<file path="config.mk">
export PLATFORM = sky130hd
export DESIGN_NAME = flash_bus_host
export DESIGN_NICKNAME = d
export VERILOG_FILES = /design/src/flash_bus_pkg.sv /design/src/flash_cycle_timer.sv /design/src/flash_bus_host.sv
export SDC_FILE = /design/constraint.sdc
export NUM_CORES = 1
export LEC_CHECK = 0
export BUFFER_PORTS_ARGS = -buffer_cell sky130_fd_sc_hd__buf_2
export CORE_AREA = 5 5 102 80
export DETAILED_ROUTE_END_ITERATION = 7
export DIE_AREA = 0 0 107 85
export GPL_TIMING_DRIVEN = 0
export PLACE_DENSITY_LB_ADDON = 0.15
export RECOVER_POWER = 100
export SKIP_CTS_REPAIR_TIMING = 1
export SYNTH_ARGS = -nofsm -noshare
export SYNTH_HDL_FRONTEND = slang
export SYNTH_HIERARCHICAL = 1
export SYNTH_SLANG_ARGS = --single-unit
</file>
<file path="constraint.sdc">
create_clock -name clk -period 1.8 [get_ports clk]
set_input_delay 0.18 -clock clk [delete_from_list [all_inputs] [get_ports clk]]
set_output_delay 0.18 -clock clk [all_outputs]
set_load 0.005 [all_outputs]
</file>
<file path="src/flash_bus_pkg.sv">
/*
  Constants for the parallel flash bus host: pin codes, autoselect codes,
  bus timing counts and request kinds.
  Assumes a 20 MHz clock and an asynchronous NOR flash on the far side.
*/
package flash_bus_pkg;
  localparam int ClkPeriodNs = 50;
  localparam int ReadAccessNs = 90;
  localparam int WritePulseNs = 50;
  localparam int RecoverNs = 50;
  localparam int ResetPulseNs = 500;
  localparam int ReadCycles = (ReadAccessNs + ClkPeriodNs - 1) / ClkPeriodNs;
  localparam int WriteCycles = (WritePulseNs + ClkPeriodNs - 1) / ClkPeriodNs;
  localparam int RecoverCycles = (RecoverNs + ClkPeriodNs - 1) / ClkPeriodNs;
  localparam int ResetCycles = (ResetPulseNs + ClkPeriodNs - 1) / ClkPeriodNs;
  localparam int CountW = 5;
  localparam int AddrW = 21;
  localparam int DataW = 16;
  localparam int ByteW = 8;
  // Pin level codes for the protect/accelerate and reset pins
  localparam logic [1:0] LevelLow = 2'h0;
  localparam logic [1:0] LevelHigh = 2'h1;
  localparam logic [1:0] LevelElevated = 2'h2;
  // Autoselect address bits A1/A0 and the answer codes
  localparam int AselA0 = 0;
  localparam int AselA1 = 1;
  localparam logic [7:0] ProtYes = 8'h01;
  localparam logic [7:0] ProtNo = 8'h00;
  localparam logic [7:0] SecLocked = 8'h99;
  localparam logic [7:0] SecOpen = 8'h19;
  localparam int SecLockBit = 7;
  localparam int ProtBit = 0;
  typedef enum logic [1:0] {ReqRead, ReqWrite, ReqAccelWrite, ReqReset} req_kind_e;
endpackage

</file>
<file path="src/flash_cycle_timer.sv">
/*
  Down counter that times one phase of a flash bus cycle.
  Assumes the caller loads it only when it is idle.
*/
`timescale 1ns/10ps
module flash_cycle_timer
  import flash_bus_pkg::*;
(
  input wire logic clk,
  input wire logic rst_n,
  input wire logic load,
  input wire logic [flash_bus_pkg::CountW-1:0] loadValue,
  output logic done
);
  logic [CountW-1:0] count_reg;
  logic [CountW-1:0] count_next;

  assign count_next = load ? loadValue : (count_reg != '0 ? count_reg - 1'b1 : count_reg);
  // Done from the count alone: the caller's load depends on done
  assign done = (count_reg == '0);

  always_ff @(posedge clk)
  begin
    if (!rst_n)
      count_reg <= '0;
    else
      count_reg <= count_next;
  end
endmodule

</file>
<file path="src/flash_bus_host.sv">
/*
  Host controller that drives an asynchronous parallel NOR flash through its
  pins: read, command write, accelerated write, hardware reset, autoselect
  decode of returned codes, and byte/word addressing.
  Assumes the flash pins are sampled synchronous to clk.
*/
`timescale 1ns/10ps
module flash_bus_host
  import flash_bus_pkg::*;
#(
  parameter int AddrWidth = flash_bus_pkg::AddrW,
  parameter int DataWidth = flash_bus_pkg::DataW
)
(
  input wire logic clk,
  input wire logic rst_n,
  input wire logic reqValid,
  output logic reqReady,
  input wire flash_bus_pkg::req_kind_e reqKind,
  input wire logic [AddrWidth-1:0] reqAddr,
  input wire logic [DataWidth-1:0] reqData,
  input wire logic reqByteMode,
  input wire logic reqLowByteHigh,
  input wire logic reqUnprotect,
  output logic rspValid,
  output logic [DataWidth-1:0] rspData,
  output logic rspProtected,
  output logic rspSecLocked,
  output logic chipEnable_n,
  output logic outputEnable_n,
  output logic writeStrobe_n,
  output logic [1:0] resetLevel,
  output logic [1:0] protectAccelLevel,
  output logic byteMode_n,
  output logic [AddrWidth-1:0] addrOut,
  input wire logic [DataWidth-1:0] dataIn,
  output logic [DataWidth-1:0] dataOut,
  output logic dataOe_n
);
  import flash_bus_pkg::*;

  typedef enum logic [2:0] {Idle, ReadWait, WriteHold, ResetHold, Recover} state_e;

  state_e state_reg;
  state_e state_next;
  req_kind_e kind_reg;
  logic [AddrWidth-1:0] addr_reg;
  logic [DataWidth-1:0] wdata_reg;
  logic byte_reg;
  logic lowHigh_reg;
  logic unprot_reg;
  logic [DataWidth-1:0] rspData_reg;
  logic rspValid_reg;
  logic rspProt_reg;
  logic rspSec_reg;
  logic timerLoad;
  logic [CountW-1:0] timerValue;
  logic timerDone;
  logic accept;
  logic inRead;
  logic inWrite;
  logic inReset;
  logic [DataWidth-1:0] capData;

  // Byte mode keeps only the low data byte; word mode takes all lines
  function automatic logic [DataWidth-1:0] lane_pick(input logic [DataWidth-1:0] d,
                                                     input logic byteSel);
    lane_pick = byteSel ? {{(DataWidth-ByteW){1'b0}}, d[ByteW-1:0]} : d;
  endfunction

  assign accept = reqValid && (state_reg == Idle);
  assign reqReady = (state_reg == Idle);
  assign inRead = (state_reg == ReadWait);
  assign inWrite = (state_reg == WriteHold);
  assign inReset = (state_reg == ResetHold);
  assign capData = lane_pick(dataIn, byte_reg);

  flash_cycle_timer u_timer (
    .clk(clk),
    .rst_n(rst_n),
    .load(timerLoad),
    .loadValue(timerValue),
    .done(timerDone)
  );

  always_comb
  begin
    state_next = state_reg;
    timerLoad = 1'b0;
    timerValue = '0;
    case (state_reg)
      Idle:
        if (accept)
        begin
          timerLoad = 1'b1;
          case (reqKind)
            ReqRead:
            begin
              state_next = ReadWait;
              timerValue = CountW'(ReadCycles);
            end
            ReqWrite, ReqAccelWrite:
            begin
              state_next = WriteHold;
              timerValue = CountW'(WriteCycles);
            end
            default:
            begin
              state_next = ResetHold;
              timerValue = CountW'(ResetCycles);
            end
          endcase
        end
      ReadWait, WriteHold, ResetHold:
        if (timerDone)
        begin
          state_next = Recover;
          timerLoad = 1'b1;
          timerValue = CountW'(RecoverCycles);
        end
      Recover:
        if (timerDone)
          state_next = Idle;
      default:
        state_next = Idle;
    endcase
  end

  always_ff @(posedge clk)
  begin
    if (!rst_n)
    begin
      state_reg <= Idle;
      kind_reg <= ReqRead;
      addr_reg <= '0;
      wdata_reg <= '0;
      byte_reg <= 1'b0;
      lowHigh_reg <= 1'b0;
      unprot_reg <= 1'b0;
    end
    else
    begin
      state_reg <= state_next;
      if (accept)
      begin
        kind_reg <= reqKind;
        addr_reg <= reqAddr;
        wdata_reg <= reqData;
        byte_reg <= reqByteMode;
        lowHigh_reg <= reqLowByteHigh;
        unprot_reg <= reqUnprotect;
      end
    end
  end

  // Answer captured at the end of the access time, one-cycle pulse
  always_ff @(posedge clk)
  begin
    if (!rst_n)
    begin
      rspValid_reg <= 1'b0;
      rspData_reg <= '0;
      rspProt_reg <= 1'b0;
      rspSec_reg <= 1'b0;
    end
    else
    begin
      rspValid_reg <= inRead && timerDone;
      if (inRead && timerDone)
      begin
        rspData_reg <= capData;
        rspProt_reg <= capData[ProtBit];
        rspSec_reg <= capData[SecLockBit];
      end
    end
  end

  assign rspValid = rspValid_reg;
  assign rspData = rspData_reg;
  assign rspProtected = rspProt_reg;
  assign rspSecLocked = rspSec_reg;

  // Strobes are combinational decodes of the state register, not separately registered flops
  assign chipEnable_n = !(inRead || inWrite);
  assign outputEnable_n = !inRead;
  assign writeStrobe_n = !inWrite;
  assign resetLevel = inReset ? LevelLow : (unprot_reg ? LevelElevated : LevelHigh);
  // Elevated only inside an accelerated write; otherwise the pin risks damage
  assign protectAccelLevel = (inWrite && kind_reg == ReqAccelWrite) ? LevelElevated
                             : LevelHigh;
  assign byteMode_n = !byte_reg;
  assign addrOut = addr_reg;
  // In byte mode Q15 carries the lowest address bit
  assign dataOut = (inRead && byte_reg) ? {lowHigh_reg, {(DataWidth-1){1'b0}}}
                   : (byte_reg ? {lowHigh_reg, {(DataWidth-ByteW-1){1'b0}},
                                  wdata_reg[ByteW-1:0]} : wdata_reg);
  // Bus driven on writes, and all lines on byte-mode reads to put the bit on Q15 (the flash floats it)
  assign dataOe_n = !(inWrite || (inRead && byte_reg));

  strobe_excl_a: assert property (@(posedge clk) disable iff (!rst_n)
    !(!outputEnable_n && !writeStrobe_n))
    else $error("Output enable and write strobe both low");
  write_ce_a: assert property (@(posedge clk) disable iff (!rst_n)
    !writeStrobe_n |-> (!chipEnable_n && outputEnable_n && !dataOe_n))
    else $error("Write strobe without chip enable or bus drive");
  accel_only_a: assert property (@(posedge clk) disable iff (!rst_n)
    (protectAccelLevel == LevelElevated) |-> (!writeStrobe_n && kind_reg == ReqAccelWrite))
    else $error("Accelerate level outside accelerated write");
  read_len_a: assert property (@(posedge clk) disable iff (!rst_n)
    ($rose(inRead)) |-> inRead [*2] ##[1:4] rspValid)
    else $error("Read cycle length wrong");
  reset_idle_a: assert property (@(posedge clk) disable iff (!rst_n)
    (resetLevel == LevelLow) |-> (chipEnable_n && outputEnable_n && writeStrobe_n))
    else $error("Bus cycle during hardware reset");
  byte_addr_a: assert property (@(posedge clk) disable iff (!rst_n)
    (!outputEnable_n && byteMode_n == 1'b0) |-> (dataOut[DataWidth-1] == lowHigh_reg))
    else $error("Q15 not carrying low address bit");
  prot_flag_a: assert property (@(posedge clk) disable iff (!rst_n)
    rspValid |-> (rspProtected == rspData[ProtBit] && rspSecLocked == rspData[SecLockBit]))
    else $error("Autoselect flags disagree with data");
  ready_idle_a: assert property (@(posedge clk) disable iff (!rst_n)
    reqReady |-> (chipEnable_n && writeStrobe_n))
    else $error("Ready while a cycle is active");
endmodule

</file>
==> summary.txt <==
Synth
  • Library cells used by synthesis: 38
  • Seq/Total Area, Yosys: 45.2%
  • Synth top area cells: dfxtp_1 (45%), nand3_1 (15%), nand2_1 (7.7%)
  • Cells after synthesis: about 360
  • Area share of the largest cell type after synthesis: 45.2%
  • Mapped cell area: 2970 um^2
  • Avg Cell Area, Syn: about 8.3 um^2
  • Syn. warnings: 6
  • Synthesized flop and latch total: 67
  • Leading area contributor after synthesis: dfxtp_1

Pwr
  • Peak supply drop: around 0.00042 V
  • Leakage: between 1.5 and 2 nW
  • Cell Int Power: 3.21 mW
  • Switch share: 34.2%
  • Pwr Density: 1210 nW/um^2
  • Seq pwr share: 38.9%
  • Clock power share: 24.5%
  • Net Sw Power: 1.67 mW
  • Combinational Power Share: 36.6%

Critical path
  • Most common cell on crit path: buf_6
  • CP max stage cell: or4_1
  • Max FO, Critical Path: 8
  • Critical path buffers and inverters: 3
  • CP cell instances: inv_2 -> ha_4 -> nor4b_4 -> buf_6 -> o21ai_4 -> a21oi_2 -> buf_6 -> or4_1 -> nand3_1
  • WP data required: 2.07 ns
  • Type of origin of the critical path: flip-flop
  • CP delay by family, top: simple AND/OR/NAND/NOR gates
  • Flop-to-flop setup slack: 0.04 ns
  • CP endpoint kind: flip-flop
  • Critical path arrival: 2.02 ns
  • Crit path kind: reg2reg
  • Slowest stage delay, CP: 0.50 ns

Global routing
  • GRT overflow: 0
  • Vias in the first global route: about 2800
  • First-pass GRT wire length: roughly 13 mm
  • Overall global routing resource usage: around 18%
  • Largest net degree at the start of global routing: 12
  • Initial antenna violation count: 0

Clocking
  • CTS buffer count: 9
  • Root buffer cell: clkbuf_8
  • Max Root-Sink Buffers: 2
  • Skew-Pair Late Insertion Delay: 0.33 ns
  • CTS tree: done
  • Reg clk slew, reported paths: 0.07 ns
  • Max H-tree Level: 3
  • CTS Sinks: 67

Timing
  • Final WS setup: 0.0429 ns
  • Clk_skew: 0.0105 ns
  • Tmin final: 1.76 ns
  • RSZ-0062 raised after global routing: yes
  • Pins Over Slew Limit: 0
  • Final hold violation count: 0
  • Hold_ws: 0.0557 ns
  • Fmax: 569 MHz
  • Setup violations, final: 0
  • Final period util: 97.6%

Cells and area
  • Area of the multi-input gates: 1450 um^2
  • Synth-to-layout area growth: 35.4%
  • Nets: around 570
  • Proportion of layout cells with a drive suffix above 1: 36.0%
  • Fillers: about 700
  • Antenna diodes: 0
  • Seq. cell area: 1350 um^2
  • Max reg flops: 21

Placement
  • Final GP Congestion: 0.785
  • # port buffers: 125
  • Pre-CTS setup slack: -0.415 ns
  • DP Wirelength: 6.15 mm

Route
  • Routed Wire Length: 8.50 mm
  • Initial DRC count: 113
  • Drt drc: 0
  • Iteration count of the initial detailed-routing pass: 4
  • DR WL/cell: 14.3 um
  • Via count: 3020
  • Via density: 5.08
  • Routed Antenna Nets: 0

Hold path
  • Hold WC Path Type: in2reg

Die
  • Die Width: 107 um
  • Initial Utilization: 41.9%
  • Row count: 27
  • Full die area: about 9100 um^2
  • Core area: slightly above 7000 um^2
  • Ports: 127
  • Die Ht: 85 um

Run
  • Max_cap viols: 0

Run status
  • Status: completed
-- power by group through the flow --
| stage | Sequential, mW | Combinational, mW | Clock [mW] |
|---|---|---|---|
| 3_3_place_gp | 1.91 | 1.47 | 0 |
| 4_1_cts | 1.88 | 1.49 | 1.23 |
| 5_1_grt | 1.93 | 1.97 | 1.31 |
| 6_report | 1.90 | 1.79 | 1.20 |
| 2_1_floorplan | 1.91 | 0.955 | 0 |
| 3_5_place_dp | 1.92 | 1.49 | 0 |
-- cell usage after synthesis, drive strengths merged --
master / n
nor2: 7
o21a: 2
or4: 2
buf: 20
nor4b: 5
o2111ai: 1
and2: 3
dfxtp: 67
xnor2: 1
conb: 1
nor2b: 16
a21oi: 5
nand3: 100
inv: 10
o21ai: 17
a21boi: 1
ha: 3
nor3b: 1
or4b: 1
o22ai: 1
nor3: 2
clkbuf: 13
o211ai: 1
nand4b: 1
mux2: 1
nand2b: 1
nand2: 61
o311ai: 1
o41ai: 1
nand4: 9
and4bb: 1
-- worst min-delay path: stages --
cell and delay [ns]:
buf_2 0.08, nand3_1 0.05, nand2_1 0.06
-- through the flow --
stage | instance area, um^2 | TNS [ns] | cells | util (%) | power (mW)
floorplan | 2970 | 0 | 357 | - | 2.86
global placement | 3710 | -6.11 | 569 | 52.3 | 3.37
detailed placement | 3710 | -7.40 | 569 | 52.3 | 3.40
CTS | 3890 | -10.60 | 585 | 54.9 | 4.61
global route | 4020 | -0.0292 | 595 | 56.7 | 5.21
finish | 4020 | 0 | 595 | 56.7 | 4.88
-- final timing paths --
path	depth (start not counted)	start	to
worst max-delay path	9	u_timer/count_reg[1]	u_timer/count_reg[0]
worst min-delay path	3	reqAddr[20]	addrOut[20]
worst max register to register	9	u_timer/count_reg[1]	u_timer/count_reg[0]
worst min register to register	2	wdata_reg[2]	wdata_reg[2]
-- cell type report --
type / instances / area share (%)
Inverter: 10 / 0.996
Clock buffer: 11 / 3.27
Sequential cell: 67 / 33.5
Timing Repair Buffer: 135 / 16.9
Clock inverter: 5 / 1.34
Buffer: 33 / 5.35
Tap cell: 87 / 2.71
Multi-Input combinational cell: 247 / 36.0
-- placed cells by master (no fill, tap or decap), drive strengths merged, types with 2 or more instances in the layout --
cell type / Yosys / layout
or4: 2 / 2
a21oi: 5 / 5
buf: 20 / 132
nand2: 61 / 61
ha: 3 / 3
clkbuf: 13 / 47
inv: 10 / 10
o21ai: 17 / 17
nor2: 7 / 7
nor4b: 5 / 5
nor2b: 16 / 16
conb: 1 / 2
nand4: 9 / 9
dfxtp: 67 / 67
nand3: 100 / 100
clkinv: 0 / 4
and2: 3 / 3
o21a: 2 / 2
nor3: 2 / 2
-- cells by family after synthesis --
| group | synth area share [%] |
|---|---|
| simple gates | 39.0 |
| flops | 45.2 |
| buf+inv | 7.96 |
| compound gates | 5.82 |
| fa+ha+maj | 1.26 |
| other cells | 0.126 |
| xor+xnor | 0.295 |
| mux | 0.379 |
-- layer usage --
| layer | vias to the layer above | share of wire, % | track usage (%) | wire length [um] |
|---|---|---|---|---|
| met4 | 0 | 1.3 | 5.92 | 113 |
| met3 | 8 | 7.1 | 6.01 | 602 |
| met5 | - | 0 | 0 | 0 |
| met1 | 1394 | 45 | 23.5 | 3810 |
| met2 | 105 | 47 | 28.2 | 3970 |
| li1 | 1513 | - | - | - |
No activity file was read; power rests on OpenSTA's default activity.
